<file path="src/core/hrp_pkg.sv">
/*
  Package for the host register port: sizes, select codes and the
  carrier structs that group the host pins and the register-side signals.
  Assumes a single 250 MHz system clock and an active-low async reset.
*/
`default_nettype none

package hrp_pkg;

  // ---------------------------------------------------------------
  // Sizes
  // ---------------------------------------------------------------
  localparam int unsigned DATA_W = 8;
  localparam int unsigned SEL_W = 3;
  localparam int unsigned NUM_LOC = 8;
  localparam logic [7:0] DATA_RESET = 8'h00;
  localparam logic [7:0] LOC_RESET = 8'h00;
  localparam logic [2:0] SEL_RESET = 3'h0;

  // Host-side pins sampled on every clock.
  typedef struct packed {
    logic cs_n;
    logic rd_n;
    logic wr_n;
    logic [2:0] sel;
    logic [7:0] data;
  } hrp_host_in_type;

  // Register-side write event.
  typedef struct packed {
    logic stb;
    logic [2:0] sel;
    logic [7:0] data;
  } hrp_wr_type;

endpackage : hrp_pkg

`default_nettype wire

</file>
<file path="src/core/hrp_edge.sv">
/*
  Edge detector for one active-low strobe: reports falling and rising
  edges combinationally, in the cycle the input changes. Assumes the input is already
  synchronous to sys_clk_i.
*/
`default_nettype none

module hrp_edge (
  // Clock and reset
  input wire logic sys_clk_i,
  input wire logic rstn_i,
  // Strobe
  input wire logic strobe_n_i,
  output logic fall_o,
  output logic rise_o
);

  logic prev_q;

  // Strobes idle high, so the history starts high.
  always_ff @(posedge sys_clk_i or negedge rstn_i) begin
    if (!rstn_i) begin
      prev_q <= 1'b1;
    end else begin
      prev_q <= strobe_n_i;
    end
  end

  assign fall_o = prev_q & ~strobe_n_i;
  assign rise_o = ~prev_q & strobe_n_i;

endmodule : hrp_edge

`default_nettype wire

</file>
<file path="src/core/hrp_port.sv">
/*
  Host register port: an 8-bit three-state parallel port with chip
  select, read and write strobes and three select lines. Holds a bank of
  eight locations that the host writes and reads back; the device core
  may read them and can override read data through rd_data_i.
  Assumes host pins are synchronous to sys_clk_i and that the testbench
  resolves the bus wire from host_data_bus_oe_n_o.
*/
`default_nettype none

// Functional notes
// - select lines choose register on every access.
// - eight-bit bus, bit 0 least significant.
// - all transfers use the one data bus.
// - chip select low: strobes set bus direction.
// - chip select high: bus released, strobes ignored.
// - read low drives selected register onto bus.
// - read cycle starts on read falling edge.
// - write low accepts bus into selected register.
// - write completes on write rising edge.
module hrp_port #(
  parameter int unsigned NUM_LOC = hrp_pkg::NUM_LOC
) (
  // Clock and reset
  input wire logic sys_clk_i,
  input wire logic rstn_i,
  // Host pins
  input wire logic cs_n_i,
  input wire logic rd_n_i,
  input wire logic wr_n_i,
  input wire logic [2:0] register_select_lines_i,
  input wire logic [7:0] host_data_bus_i,
  output logic [7:0] host_data_bus_o,
  output logic host_data_bus_oe_n_o,
  // Device side
  input wire logic [7:0] rd_data_i,
  input wire logic rd_data_use_i,
  output logic [2:0] rd_sel_o,
  output logic rd_start_o,
  output logic wr_stb_o,
  output logic [2:0] wr_sel_o,
  output logic [7:0] wr_data_o,
  output logic [NUM_LOC*8-1:0] loc_flat_o
);

  // ---------------------------------------------------------------
  // Input grouping and edge detection
  // ---------------------------------------------------------------
  hrp_pkg::hrp_host_in_type hin;
  hrp_pkg::hrp_host_in_type hin_q;
  hrp_pkg::hrp_wr_type wr_d;
  logic rd_fall;
  logic wr_rise;

  // One register stage keeps data and selects aligned with the edges.
  assign hin = '{cs_n: cs_n_i, rd_n: rd_n_i, wr_n: wr_n_i,
                 sel: register_select_lines_i, data: host_data_bus_i};

  always_ff @(posedge sys_clk_i or negedge rstn_i) begin
    if (!rstn_i) begin
      hin_q <= '{cs_n: 1'b1, rd_n: 1'b1, wr_n: 1'b1,
                 sel: hrp_pkg::SEL_RESET, data: hrp_pkg::DATA_RESET};
    end else begin
      hin_q <= hin;
    end
  end

  hrp_edge u_rd_edge (
    .sys_clk_i(sys_clk_i),
    .rstn_i(rstn_i),
    .strobe_n_i(hin_q.rd_n),
    .fall_o(rd_fall),
    .rise_o()
  );

  hrp_edge u_wr_edge (
    .sys_clk_i(sys_clk_i),
    .rstn_i(rstn_i),
    .strobe_n_i(hin_q.wr_n),
    .fall_o(),
    .rise_o(wr_rise)
  );

  // ---------------------------------------------------------------
  // Access decode
  // ---------------------------------------------------------------
  logic rd_active;
  logic rd_begin;
  logic wr_done;

  // Chip select gates everything; a strobe with it high is ignored.
  assign rd_active = ~hin_q.cs_n & ~hin_q.rd_n & hin_q.wr_n;
  assign rd_begin = rd_fall & ~hin_q.cs_n;
  // The write lands on the rising edge, with data seen at that edge.
  // Data is sampled from the pins, since the host still holds it.
  assign wr_done = wr_rise & ~hin_q.cs_n;
  assign wr_d = '{stb: wr_done, sel: hin_q.sel, data: hin_q.data};

  // ---------------------------------------------------------------
  // Location bank
  // ---------------------------------------------------------------
  logic [7:0] loc_q [NUM_LOC];

  for (genvar g = 0; g < NUM_LOC; g++) begin : g_loc
    logic hit;
    assign hit = wr_d.stb && (wr_d.sel == 3'(g));
    always_ff @(posedge sys_clk_i or negedge rstn_i) begin
      if (!rstn_i) begin
        loc_q[g] <= hrp_pkg::LOC_RESET;
      end else if (hit) begin
        loc_q[g] <= wr_d.data;
      end
    end
    assign loc_flat_o[g*8 +: 8] = loc_q[g];
  end

  // ---------------------------------------------------------------
  // Bus drive
  // ---------------------------------------------------------------
  logic [7:0] rd_mux;
  logic [7:0] bus_d;
  logic [7:0] bus_q;
  logic oe_n_q;
  logic rd_start_q;
  logic [2:0] rd_sel_q;
  logic wr_stb_q;
  logic [2:0] wr_sel_q;
  logic [7:0] wr_data_q;

  // The core may supply status for some locations instead of the bank.
  assign rd_mux = rd_data_use_i ? rd_data_i : loc_q[hin_q.sel];
  // Bit order is kept straight through: bit 0 stays bit 0.
  assign bus_d = rd_active ? rd_mux : bus_q;

  // The only path to the host is this one bus and its enable.
  always_ff @(posedge sys_clk_i or negedge rstn_i) begin
    if (!rstn_i) begin
      bus_q <= hrp_pkg::DATA_RESET;
      oe_n_q <= 1'b1;
    end else begin
      bus_q <= bus_d;
      oe_n_q <= ~rd_active;
    end
  end

  // Event outputs to the core, registered.
  always_ff @(posedge sys_clk_i or negedge rstn_i) begin
    if (!rstn_i) begin
      rd_start_q <= 1'b0;
      rd_sel_q <= hrp_pkg::SEL_RESET;
      wr_stb_q <= 1'b0;
      wr_sel_q <= hrp_pkg::SEL_RESET;
      wr_data_q <= hrp_pkg::DATA_RESET;
    end else begin
      rd_start_q <= rd_begin;
      rd_sel_q <= hin_q.sel;
      wr_stb_q <= wr_d.stb;
      wr_sel_q <= wr_d.sel;
      wr_data_q <= wr_d.data;
    end
  end

  assign host_data_bus_o = bus_q;
  assign host_data_bus_oe_n_o = oe_n_q;
  assign rd_start_o = rd_start_q;
  assign rd_sel_o = rd_sel_q;
  assign wr_stb_o = wr_stb_q;
  assign wr_sel_o = wr_sel_q;
  assign wr_data_o = wr_data_q;

  // ---------------------------------------------------------------
  // Checks
  // ---------------------------------------------------------------
  property p_cs_high_release;
    @(posedge sys_clk_i) disable iff (!rstn_i)
    $past(hin_q.cs_n) |-> host_data_bus_oe_n_o;
  endproperty
  a_cs_high_release: assert property (p_cs_high_release)
    else $error("Bus driven while chip select high");

  property p_read_drives;
    @(posedge sys_clk_i) disable iff (!rstn_i)
    rd_active |=> !host_data_bus_oe_n_o;
  endproperty
  a_read_drives: assert property (p_read_drives)
    else $error("Bus not driven during read");

  property p_read_data;
    @(posedge sys_clk_i) disable iff (!rstn_i)
    rd_active |=> host_data_bus_o == ($past(rd_data_use_i) ?
      $past(rd_data_i) : $past(loc_flat_o[hin_q.sel*8 +: 8]));
  endproperty
  a_read_data: assert property (p_read_data)
    else $error("Read data not selected register");

  property p_read_start;
    @(posedge sys_clk_i) disable iff (!rstn_i)
    (!hin_q.cs_n && $fell(hin_q.rd_n)) |=> rd_start_o;
  endproperty
  a_read_start: assert property (p_read_start)
    else $error("Read start missing after falling edge");

  property p_write_edge;
    @(posedge sys_clk_i) disable iff (!rstn_i)
    (!hin_q.cs_n && $rose(hin_q.wr_n)) |=>
      (wr_stb_o && wr_data_o == $past(hin_q.data));
  endproperty
  a_write_edge: assert property (p_write_edge)
    else $error("Write not completed on rising edge");

  property p_write_store;
    @(posedge sys_clk_i) disable iff (!rstn_i)
    wr_d.stb |=> loc_q[$past(wr_d.sel)] == $past(wr_d.data);
  endproperty
  a_write_store: assert property (p_write_store)
    else $error("Selected location not written");

  property p_no_write_cs_high;
    @(posedge sys_clk_i) disable iff (!rstn_i)
    hin_q.cs_n |=> !wr_stb_o;
  endproperty
  a_no_write_cs_high: assert property (p_no_write_cs_high)
    else $error("Write taken while chip select high");

  property p_idle_release;
    @(posedge sys_clk_i) disable iff (!rstn_i)
    (hin_q.rd_n [*2]) |-> host_data_bus_oe_n_o;
  endproperty
  a_idle_release: assert property (p_idle_release)
    else $error("Bus driven without read strobe");

  c_read: cover property (@(posedge sys_clk_i) rd_start_o);
  c_write: cover property (@(posedge sys_clk_i) wr_stb_o);
  c_cs_ignore: cover property (@(posedge sys_clk_i)
    hin_q.cs_n && $fell(hin_q.rd_n));

endmodule : hrp_port

`default_nettype wire

</file>
<file path="config.mk">
export PLATFORM = sky130hd
export DESIGN_NAME = hrp_port
export DESIGN_NICKNAME = d
export VERILOG_FILES = /design/src/core/hrp_pkg.sv /design/src/core/hrp_edge.sv /design/src/core/hrp_port.sv
export SDC_FILE = /design/constraint.sdc
export NUM_CORES = 1
export LEC_CHECK = 0
export BUFFER_PORTS_ARGS = -buffer_cell sky130_fd_sc_hd__buf_2
export CAP_MARGIN = 20
export CORE_AREA = 2 2 91 93
export DETAILED_ROUTE_END_ITERATION = 12
export DIE_AREA = 0 0 93 95
export PLACE_DENSITY = 0.89
export SLEW_MARGIN = 20
export SYNTH_ARGS = -nofsm -noshare
export SYNTH_HDL_FRONTEND = slang
export SYNTH_SLANG_ARGS = --single-unit
</file>
<file path="constraint.sdc">
create_clock -name sys_clk_i -period 5.3 [get_ports sys_clk_i]
set_clock_uncertainty 0.05 [all_clocks]
set_input_delay 0.265 -clock sys_clk_i [delete_from_list [all_inputs] [get_ports sys_clk_i]]
set_output_delay 0.265 -clock sys_clk_i [all_outputs]
set_load 0.02 [all_outputs]
</file>
---- Yosys cells after proc, flatten, opt, wreduce, memory -nomap -nowiden ----
Cells that the tools add are included.
W data, S select, Z words.
cells by class
  $lt $le $gt $ge ......................... 1
  equality and inequality tests ........... 7
  muxes and demuxes ....................... 4
  bitwise gates (word level) .............. 11
  reductions and logical operators ........ 9
operators with widths
  operator              count
  $bmux W8 S3           1
  $mux W8               3
  $eq A3 B3 Y1 const B  4
  $logic_and A1 B1 Y1   8
  $and A1 B1 Y1         6
  $eq A3 B2 Y1 const B  2
  $ge A4 B4 Y1 const B  1
  $not A1 Y1            4
  $not A3 Y4            1
  $eq A3 B1 Y1 const B  1
  $logic_not A3 Y1      1
word-level totals
  register bits after elaboration ......... 102
  bits of input ports ..................... 25
  output and inout bits ................... 89
  word-level logic and storage cells ...... 53

---- Longest topological paths before layout ----
Gate-level depths: netlist (run 1).
  depth in word-level cells ............... 5
  depth in mapped cells ................... 5
  gate-level depth less buffers ........... 4

---- By module ----
Synthesis (run 1) repeated with hierarchy kept, for this count alone.
second synthesis, totals
  cell total of the unflattened synthesis .. 279
  area, all modules ....................... 4,225.3 sq um
by module, submodules not included
  module    instances  cells an instance  area each (sq um)  sequential area each (sq um)
  hrp_port  1          273                4,142.7            2,507.4
  hrp_edge  2          3                  41.3               26.3

---- Worst setup path after synthesis (run 1) ----
OpenSTA, ideal clock, no wires.
  kind .................................... reg-to-reg
  start point ............................. reg hin_q[10] (netlist bit)
  end point ............................... reg loc_q (netlist bit loc_flat_o[24])
  setup time .............................. 125 ps
  arrival ................................. 1,510 ps
  required time ........................... 5,125 ps
  path slack .............................. 3,615 ps
  cell stages (with the launch flop) ...... 6
  buffers on the path ..................... 2
  period minus slack after synthesis ...... 1,685 ps
  path through ............................ dfrtp_1 buf_6 nor4b_4 and3_1 buf_6 mux2_2
on the way
  word-level cells in the longest chain between the ends .. 2
RTL lines
  element                          RTL line         RTL
  from (decl)                      hrp_port.sv:50   hrp_pkg::hrp_host_in_type hin_q;
  from (signal assigned)           hrp_port.sv:61   hin_q <= '{cs_n: 1'b1, rd_n: 1'b1, wr_n: 1'b1,
  from (signal assigned)           hrp_port.sv:64   hin_q <= hin;
  $eq A3 B2 Y1                     hrp_port.sv:106  assign hit = wr_d.stb && (wr_d.sel == 3'(g));
  $logic_and A1 B1 Y1              hrp_port.sv:106
  to (signal, indexed assignment)  hrp_port.sv:109  loc_q[g] <= hrp_pkg::LOC_RESET;
  to (signal, indexed assignment)  hrp_port.sv:111  loc_q[g] <= wr_d.data;
  to (decl)                        hrp_port.sv:102  logic [7:0] loc_q [NUM_LOC];
No other way between the ends.
A chain may end at the register's enable or synchronous reset.

---- Worst setup path after layout (run 1) ----
  start point ............................. reg hin_q[8] (netlist bit)
  end point ............................... reg loc_q (netlist bit loc_flat_o[62])
on the way
  word-level cells in the longest chain between the ends .. 2
RTL lines
  element              RTL line
  $eq A3 B3 Y1         hrp_port.sv:106
  $logic_and A1 B1 Y1  hrp_port.sv:106
No other way between the ends.

==> reports/summary.txt, run 1 <==
register share of total power: 49.3%
Cell Area, Synth: 4190 um^2
Netlist cell types: 32
fraction of final layout cells sized beyond drive strength 1: 55.0%
Slew HR: 27.8%
DRT iter0 DRCs: 144
Synth Area in Compound Gates: 5.28%
Slew Viols, Final: 0
Final #Nets: 429
P_int: 1.38 mW
Final Instance Area: 5200 um^2
pin count of the biggest net entering global routing: 57
Crit Reg-Reg Startpoint: hin_q[8]
Sw Pwr: 0.652 mW
syn nets: 300
area share of fa/ha/maj cells after synthesis: 0%
XOR/XNOR Fraction of Synth Area: 0%
Max Fclk: 413 MHz
Switching Fraction: 32.0%
critical-path cell list: buf_4 -> and3_1 -> mux2_2
Detail Placement HPWL: 6750 um
Min-Delay Path Class: in2reg
die height: 95 um
Core ar.: 7930 um^2
simple-gate share of the synthesized area: 5.88%
H-Tree Depth: 3
CTS tree: yes
drt pass-1 iters: 5
Area Growth Syn to Fin: 24.0%
vias per cell: 5.50
DR WL/cell: 19.1 um
Pwr Density: 392 nW/um^2
R2R depth: 3
outcome: completed
Max Fanout on Critical Path: 24
Hold Path End: host_data_bus_o[2]
Rows: 33
endpoint class of the critical path: register
number of global-route vias before repair: 2828
vias post-DR: 2826
worst hold margin: 0.191 ns
slowest CP cell: dfrtp_1
Buf+Inv Stages, Crit Path: 1
hold-critical path depth: 4
yosys warns: 0
reg2reg end: loc_flat_o[62]
Clk pwr share: 26.7%
Setup CP Type: reg2reg
Die W: 93 um
PostCTS Resize Cnt: 0
Crit path required time: 5.51 ns
worst hold start: rd_data_i[2]
antenna violations before repair: 0
Critical Path Max Stage Delay: 1.07 ns
Final Hold Fails: 0
setup TNS: 0 ns
antenna diode instance count: 0
Inserted Clock Buffers: 9
Worst-Margin Slew: 1.08 ns
drc violations: 0
Placer Congestion: 0.866
max_cap viols: 0
Clock transition at path regs: 0.10 ns
Root Buffer: clkbuf_8
crit path DAT: 2.63 ns
RSZ-0062 raised after global routing: false
critical path's top delay family: flip-flops
GRT Util Overall: 22.9%
synthesized flop and latch total: 102
Lkg Pwr: 2.55 nW
period utilization: 45.7%
share of total power in combinational logic: 23.9%
Clk Latency, worst-skew pair: 0.37 ns
IO Pins: 114
fin crit period: 2.42 ns
final setup fails: 0
GR Overflow Total: 0
IO buf count: 113
post-route ant nets: 0
clk buf depth: 2
Syn Inst Count: 275
post-synthesis mux area share: 25.2%
Worst setup SP type: register
total wire length: 9810 um
R2R Setup Slk: 2.88 ns
Placed Area: 4820 um^2
first-pass GRT wire length: 15200 um
clock sinks: 102
syn_area_per_cell: 15.2 um^2
die area: 8840 um^2
Seq/Total Area, Yosys: 61.1%
largest family of logic cells by synthesized area: multiplexers
IR drop worst, VDD: 187 uV
starting density of the core: 52.9%
cells by family (layout without fill, tap and decap cells):
| kind of cell | count (synthesis) | count (layout) |
|---|---|---|
| compound gates | 29 | 29 |
| simple gates | 37 | 37 |
| flops | 102 | 102 |
| mux | 91 | 91 |
| buf+inv | 16 | 150 |
how the worst max path moves through the flow:
stage | endpoint | depth (start not counted) | slack (ns) | start
5_1_grt | loc_flat_o[60] | 3 | 2.77 | hin_q[8]
3_3_place_gp | loc_flat_o[63] | 3 | 2.98 | hin_q[8]
4_1_cts | loc_flat_o[27] | 3 | 2.90 | hin_q[8]
6_report | loc_flat_o[62] | 3 | 2.88 | hin_q[8]
2_1_floorplan | loc_flat_o[24] | 5 | 3.62 | hin_q[10]
3_5_place_dp | loc_flat_o[59] | 3 | 2.92 | hin_q[8]
worst reg2reg max path, cell delays in order, from the launching register on:
cell	delay (ns)
dfrtp_1	1.07
buf_4	0.38
and3_1	0.42
mux2_2	0.39
sequential cells by signal, indices dropped and copies added (netlist names):
signal                cells
u_wr_edge.prev_q          1
rd_start_o                1
wr_data_o                 8
hin_q                    14
loc_flat_o               64
host_data_bus_oe_n_o      1
host_data_bus_o           8
wr_stb_o                  1
wr_sel_o                  3
u_rd_edge.prev_q          1
through the flow:
step / utilization, % / cells / power [mW] / setup slack, ns
global route: 65.6 / 514 / 2.13 / 2.77
global placement: 60.8 / 483 / 1.48 / 2.98
floorplan: - / 275 / 1.30 / 3.62
CTS: 65.6 / 514 / 2.05 / 2.90
detailed placement: 60.8 / 483 / 1.50 / 2.92
finish: 65.6 / 514 / 2.04 / 2.88
metal layers:
| layer | GRT usage (%) | routed length [um] | vias to the layer above |
|---|---|---|---|
| met3 | 3.43 | 466 | 22 |
| li1 | - | - | 1272 |
| met5 | 0 | 0 | - |
| met1 | 31.6 | 4090 | 1426 |
| met2 | 37.1 | 5000 | 106 |
| met4 | 8.82 | 258 | 0 |
cells in the mapped netlist (all sizes together):
cell     number  area share [%]
dfrtp        96              57
mux2         77              21
buf          12             2.2
nand2        11             1.2
mux2i        10             2.4
a211oi        9             1.6
o31ai         8             1.4
nor2b         7             1.0
dfstp         6             3.8
and2          4            0.60
mux4          4             2.1
o221ai        4            0.84
o22ai         4            0.60
inv           3            0.27
nor3b         3            0.54
a22o          2            0.42
and3          2            0.30
nor2          2            0.18
a21o          1            0.18
and2b         1            0.18
and4bb        1            0.30
clkbuf        1           0.089
nand2b        1            0.15
nor4b         1            0.57
o2bb2ai       1            0.21
or2b          1            0.18
or3           1            0.15
or3b          1            0.21
or4b          1            0.33
cell usage in the layout (no fill, tap or decap), drive strengths merged:
cell type and count:
nor2 2, nor2b 7, buf 116, dfrtp 96, or2b 1, a211oi 9
mux2 77, mux2i 10, clkinvlp 1, clkinv 2, inv 5, and2b 1
a21o 1, and2 4, clkbuf 9, nor4b 1, dlygate4sd3 15, o31ai 8
or3b 1, and4bb 1, and3 2, o2bb2ai 1, a22o 2, o22ai 4
nand2 11, nor3b 3, dfstp 6, o221ai 4, nand2b 1, mux4 4
or4b 1, bufinv 2, or3 1
area by class of cell:
cell class / count / area [um^2]
clock buffer: 9 / 124
clock inverter: 7 / 105
fill: 585 / 2730
inverter: 3 / 11.3
multi-input combinational: 157 / 1530
sequential: 102 / 2560
tap: 105 / 131
timing repair buffer: 131 / 741
power by group through the flow:
stage	logic, mW	registers, mW	clock network (mW)
global placement	0.471	1.01	0
floorplan	0.170	1.13	0
detailed placement	0.481	1.02	0
CTS	0.492	1.00	0.552
global route	0.521	1.02	0.586
finish	0.487	1.00	0.544
timing repair:
action,in CTS,in global routing
hold buffers,15,0
setup buffers,0,0
setup endpoints to repair,0,0
endpoints found under the hold margin,60,0
(Power assumes the default switching activity.)
==> inputs of run 2 (changes only) <==
--- a/config.mk
+++ b/config.mk
@@ -7,10 +7,10 @@
 export LEC_CHECK = 0
 export BUFFER_PORTS_ARGS = -buffer_cell sky130_fd_sc_hd__buf_2
 export CAP_MARGIN = 20
-export CORE_AREA = 2 2 91 93
+export CORE_AREA = 2 2 98 100
 export DETAILED_ROUTE_END_ITERATION = 12
-export DIE_AREA = 0 0 93 95
-export PLACE_DENSITY = 0.89
+export DIE_AREA = 0 0 100 102
+export PLACE_DENSITY = 0.82
 export SLEW_MARGIN = 20
 export SYNTH_ARGS = -nofsm -noshare
 export SYNTH_HDL_FRONTEND = slang
==> constraint.sdc (replaced) <==
create_clock -name sys_clk_i -period 2 [get_ports sys_clk_i]
set_clock_uncertainty 0.05 [all_clocks]
set_input_delay 0.1 -clock sys_clk_i [delete_from_list [all_inputs] [get_ports sys_clk_i]]
set_output_delay 0.1 -clock sys_clk_i [all_outputs]
set_load 0.02 [all_outputs]
==> run 2 against run 1 <==
Wire length grew 6.5%. Total power grew to 2.6 times the previous value. Die area grew 15%. Flip-flop and latch count is the same. Clock power grew 140%. Sequential power grew to 2.6 times the previous value. Global-route usage shrank 2.0 points. Final cell count grew 3.1%. Sequential share of layout area shrank 0.82 points. Non-clock buffer count grew 10. Highest routed layer unchanged.
==> reports/summary.txt, run 2 (synthesis results as in run 1) <==
outcome: completed
worst hold start: rd_data_i[5]
Max Fclk: 536 MHz (+30%)
final setup fails: 0 (unchanged)
Final #Nets: 439 (+2.3%)
vias post-DR: 2890 (+2.3%)
clk buf depth: 2 (unchanged)
fraction of final layout cells sized beyond drive strength 1: 56.1% (+1.1 points)
fin crit period: 1.86 ns (-0.556 ns)
pin count of the biggest net entering global routing: 51 (-11%)
die area: 10200 um^2 (+15%)
Slew HR: 55.7% (+28 points)
most frequent cells in the layout: 112 x buf_2, 96 x dfrtp_1, 77 x mux2_2
CTS tree: yes
Placer Congestion: 0.870 (+0.42%)
setup TNS: 0 ns (unchanged)
clock sinks: 102 (unchanged)
Inserted Clock Buffers: 9 (unchanged)
Max Fanout on Critical Path: 11 (-54%)
Non-Filler Instances: 530 (+3.1%)
Min-Delay Path Class: in2reg
RSZ-0062 raised after global routing: false
reg2reg end: loc_flat_o[57]
Hold Path End: host_data_bus_o[5]
antenna violations before repair: 0 (unchanged)
crit path DAT: 2.07 ns (-0.56 ns)
Final Hold Fails: 0 (unchanged)
Placed Cells: 499 (+3.3%)
Critical Path Max Stage Delay: 0.58 ns (-0.49 ns)
H-Tree Depth: 3 (unchanged)
Core ar.: 9110 um^2 (+15%)
post-route ant nets: 0 (unchanged)
Reg area: 2560 um^2 (unchanged)
max_cap viols: 0 (unchanged)
Worst setup SP type: register
R2R depth: 3 (unchanged)
antenna diode instance count: 0 (unchanged)
first-pass GRT wire length: 16100 um (+5.8%)
IR drop worst, VDD: 434 uV (+130%)
Root Buffer: clkbuf_8
GRT Util Overall: 20.9% (-2.0 points)
starting density of the core: 46.0% (-6.9 points)
Area Growth Syn to Fin: 26.1%
critical path's top delay family: simple AND/OR/NAND/NOR gates
number of global-route vias before repair: 2998 (+6.0%)
Final Instance Area: 5290 um^2 (+1.7%)
Placed Area: 4940 um^2 (+2.5%)
critical-path cell list: and4bb_1 -> and3_1 -> mux2_2
Clock transition at path regs: 0.10 ns (about the same)
GR Overflow Total: 0 (unchanged)
drt pass-1 iters: 5 (unchanged)
IO Pins: 114 (unchanged)
Pwr Density: 999 nW/um^2 (+150%)
DRT iter0 DRCs: 138 (-4.2%)
Slew Viols, Final: 0 (unchanged)
FILL cells: 764 (+31%)
Detail Placement HPWL: 7240 um (+7.3%)
hold-critical path depth: 4 (unchanged)
die height: 102 um (+7.4%)
Buf+Inv Stages, Crit Path: 0 (-1)
slowest CP cell: dfrtp_1
commonest non-fill, non-tap cell in the layout: buf_2
PostCTS Resize Cnt: 0 (unchanged)
Rows: 35 (+6.1%)
Crit path required time: 2.21 ns (-3.30 ns)
vias per cell: 5.45 (-0.82%)
Setup CP Type: reg2reg
Lkg Pwr: 2.59 nW (+1.7%)
Crit Reg-Reg Startpoint: hin_q[10]
drc violations: 0 (unchanged)
IO buf count: 113 (unchanged)
max reg flops: 64 (unchanged)
R2R Setup Slk: 0.14 ns (-2.74 ns)
Worst-Margin Slew: 0.664 ns (-0.419 ns)
endpoint class of the critical path: register
DR WL/cell: 19.7 um (+3.3%)
period utilization: 93.2% (+48 points)
multi-input logic area: 1530 um^2 (unchanged)
Clk Latency, worst-skew pair: 0.37 ns (about the same)
total wire length: 10400 um (+6.5%)
Die W: 100 um (+7.5%)
-- run 2: final cells by class --
cell class / instances / area share, %
clock buffer: 9 / 2.34
tap: 111 / 2.63
sequential: 102 / 48.4
inverter: 3 / 0.213
clock inverter: 7 / 1.37
timing repair buffer: 141 / 16.1
multi-input combinational: 157 / 28.9
-- run 2: stage by stage --
step / worst slack [ns] / power [mW] / utilization [%] / hold slack, ns
floorplan: 0.315 / 3.44 / - / -0.246
global placement: 0.261 / 3.95 / 54.2 / 0.107
detailed placement: 0.180 / 3.99 / 54.2 / 0.124
CTS: 0.138 / 5.32 / 58.0 / 0.0309
global route: 0.0300 / 5.52 / 58.0 / 0.0614
finish: 0.136 / 5.28 / 58.0 / 0.0441
-- run 2: how the worst max path moves through the flow --
stage                          from        endpoint  slack, ns  depth (start not counted)
after floorplan           hin_q[10]  loc_flat_o[24]       0.32                          5
after global placement    hin_q[10]  loc_flat_o[62]       0.26                          3
after detailed placement  hin_q[10]  loc_flat_o[56]       0.18                          3
after CTS                 hin_q[10]  loc_flat_o[57]       0.14                          3
after global routing      hin_q[10]  loc_flat_o[59]       0.03                          3
final                     hin_q[10]  loc_flat_o[57]       0.14                          3
-- run 2: worst min-delay path, delay by kind of cell --
family	cells	cell delay, ns
and+or+nand+nor	1	0.12
muxes	1	0.06
buffers and inverters	1	0.08
AOI/OAI and AO/OA	1	0.06
-- run 2: what timing repair did --
action	CTS	global route
setup endpoints to repair	0	0
hold endpoints to repair	57	0
hold buffers	15	0
setup buffers	0	0
-- run 2: per-layer routing --
| metal | GRT usage (%) | vias to the layer above | part of all wire [%] |
|---|---|---|---|
| met5 | 0 | - | 0 |
| met4 | 7.90 | 0 | 1.8 |
| met3 | 6.84 | 16 | 8.1 |
| met2 | 32.0 | 118 | 47 |
| met1 | 28.1 | 1476 | 43 |
| li1 | - | 1280 | - |
-- run 2: power breakdown --
| part | switching (mW) | leakage, nW | internal (mW) |
|---|---|---|---|
| combinational | 0.749 | 1.23 | 0.579 |
| sequential | 0.261 | 1.26 | 2.38 |
| clock | 0.724 | 0.0960 | 0.583 |
==> inputs of run 3 (changes only) <==
--- a/config.mk
+++ b/config.mk
@@ -7,10 +7,12 @@
 export LEC_CHECK = 0
 export BUFFER_PORTS_ARGS = -buffer_cell sky130_fd_sc_hd__buf_2
 export CAP_MARGIN = 20
-export CORE_AREA = 2 2 98 100
+export CORE_AREA = 2 2 96 98
+export CTS_BUF_LIST = sky130_fd_sc_hd__clkbuf_2 sky130_fd_sc_hd__clkbuf_4 sky130_fd_sc_hd__clkbuf_8
 export DETAILED_ROUTE_END_ITERATION = 12
-export DIE_AREA = 0 0 100 102
-export PLACE_DENSITY = 0.82
+export DIE_AREA = 0 0 98 100
+export GPL_TIMING_DRIVEN = 0
+export PLACE_DENSITY = 0.85
 export SLEW_MARGIN = 20
 export SYNTH_ARGS = -nofsm -noshare
 export SYNTH_HDL_FRONTEND = slang
==> run 3 against run 2 <==
Critical endpoint is now loc_flat_o[41]. Cell area is 0.54% lower. Total power is 2.3% lower. Largest power group unchanged. Wire length is 0.56% higher.
==> reports/summary.txt, run 3 (synthesis results as in run 1) <==
Core ar.: 8890 um^2 (-2.4%)
DR WL/cell: 19.8 um (+0.37%)
GR Overflow Total: 0 (unchanged)
Max Fclk: 526 MHz (-2.0%)
clock sinks: 102 (unchanged)
pin count of the biggest net entering global routing: 68 (+33%)
final setup fails: 0 (unchanged)
drc violations: 0 (unchanged)
Final Hold Fails: 0 (unchanged)
final worst slack: 0.0982 ns (-0.0375 ns)
outcome: completed
vias per cell: 5.44 (-0.22%)
antenna diode instance count: 0 (unchanged)
drt pass-1 iters: 4 (-1)
Worst setup SP type: register
starting density of the core: 47.1% (+1.1 points)
clk buf depth: 2 (unchanged)
antenna violations before repair: 0 (unchanged)
RSZ-0062 raised after global routing: false
FILL cells: 710 (-7.1%)
first-pass GRT wire length: 15900 um (-1.2%)
max reg flops: 64 (unchanged)
Die W: 98 um (-2.0%)
Detail Placement HPWL: 7130 um (-1.6%)
IO buf count: 113 (unchanged)
most frequent cells in the layout: 116 x buf_2, 96 x dfrtp_1, 77 x mux2_2
fin crit period: 1.90 ns (+0.0375 ns)
IO Pins: 114 (unchanged)
die height: 100 um (-2.0%)
IR drop worst, VDD: 432 uV (-0.59%)
period utilization: 95.1% (+1.9 points)
Setup CP Type: reg2reg
Slew Viols, Final: 0 (unchanged)
CTS tree: yes
Root Buffer: clkbuf_8
Clock transition at path regs: 0.09 ns (about the same)
DRT iter0 DRCs: 136 (-1.4%)
max_cap viols: 0 (unchanged)
total wire length: 10500 um (+0.56%)
Non-Filler Instances: 531 (+0.19%)
number of global-route vias before repair: 2916 (-2.7%)
Placer Congestion: 0.784 (-9.9%)
DP Worst Slack: 0.0959 ns (-0.0845 ns)
post-route ant nets: 0 (unchanged)
Inserted Clock Buffers: 9 (unchanged)
die area: 9800 um^2 (-3.9%)
Rows: 35 (unchanged)
Area Growth Syn to Fin: 25.4%
Placed Cells: 500 (+0.20%)
Pwr Density: 981 nW/um^2 (-1.8%)
Clk Latency, worst-skew pair: 0.36 ns (about the same)
crit path DAT: 2.09 ns (+0.02 ns)
Setup Buffers After CTS: 0 (unchanged)
Lkg Pwr: 2.59 nW (-0.16%)
Max Fanout on Critical Path: 8 (-3)
Worst-Margin Slew: 0.591 ns (-0.0733 ns)
fraction of final layout cells sized beyond drive strength 1: 56.2% (+0.10 points)
Crit path required time: 2.19 ns (-0.02 ns)
vias post-DR: 2889 (-0.035%)
Min-Delay Path Class: in2reg
H-Tree Depth: 3 (unchanged)
Final #Nets: 440 (+0.23%)
Slew HR: 60.5% (+4.8 points)
commonest non-fill, non-tap cell in the layout: buf_2
endpoint class of the critical path: register
GRT Util Overall: 21.2% (+0.28 points)
Pwr Total: 5.16 mW (-2.3%)
[run 3: repair_timing]
action | 4_1_cts | 5_1_grt
resized for setup | 0 | 1
hold buffers | 15 | 0
endpoints found under the setup margin | 0 | 2
hold endpoints to repair | 116 | 0
[run 3: through the flow]
stage          TNS [ns]  cell area (um^2)  hold WS (ns)  utilization, %
2_1_floorplan         0              4190        -0.246               -
3_3_place_gp     -20.00              4900         0.158            55.1
3_5_place_dp          0              4930       -0.0341            55.5
4_1_cts               0              5250        0.0396            59.1
5_1_grt               0              5260        0.0587            59.1
6_report              0              5260        0.0370            59.1
[run 3: cell type report]
| class | instances | area, um^2 | share of cell area (%) |
|---|---|---|---|
| sequential | 102 | 2560 | 48.7 |
| timing repair buffer | 129 | 749 | 14.3 |
| clock buffer | 11 | 139 | 2.64 |
| tap | 111 | 139 | 2.64 |
| multi-input combinational | 157 | 1530 | 29.1 |
| buffer | 13 | 95.1 | 1.81 |
| clock inverter | 5 | 35.0 | 0.667 |
| inverter | 3 | 11.3 | 0.214 |
[run 3: metal layers]
metal,track usage [%],wire length (um)
met1,29.0,4570
met2,34.6,5200
met3,3.90,524
met4,6.94,214
met5,0,0
[run 3: worst paths after layout]
path	from	end	slack, ns	depth (start not counted)
min reg2reg	hin_q[12]	u_rd_edge.prev_q	0.34	0
max reg2reg	hin_q[13]	loc_flat_o[41]	0.1	3
min in group asynchronous	rstn_i	wr_sel_o[0]	0.13	2
max	hin_q[13]	loc_flat_o[41]	0.1	3
min	rd_data_i[5]	host_data_bus_o[5]	0.04	4
max in group asynchronous	rstn_i	loc_flat_o[12]	1.13	3
[run 3: worst max-delay path: stages (launching register included)]
cell and delay, ns:
dfstp_2 0.62, and4bb_1 0.25, nand2_1 0.46, mux2_2 0.40
[run 3: power breakdown]
group	leakage [nW]	internal [mW]	switching, mW
clock	0.0905	0.485	0.710
sequential	1.26	2.38	0.235
combinational	1.23	0.581	0.764
total	2.59	3.45	1.71
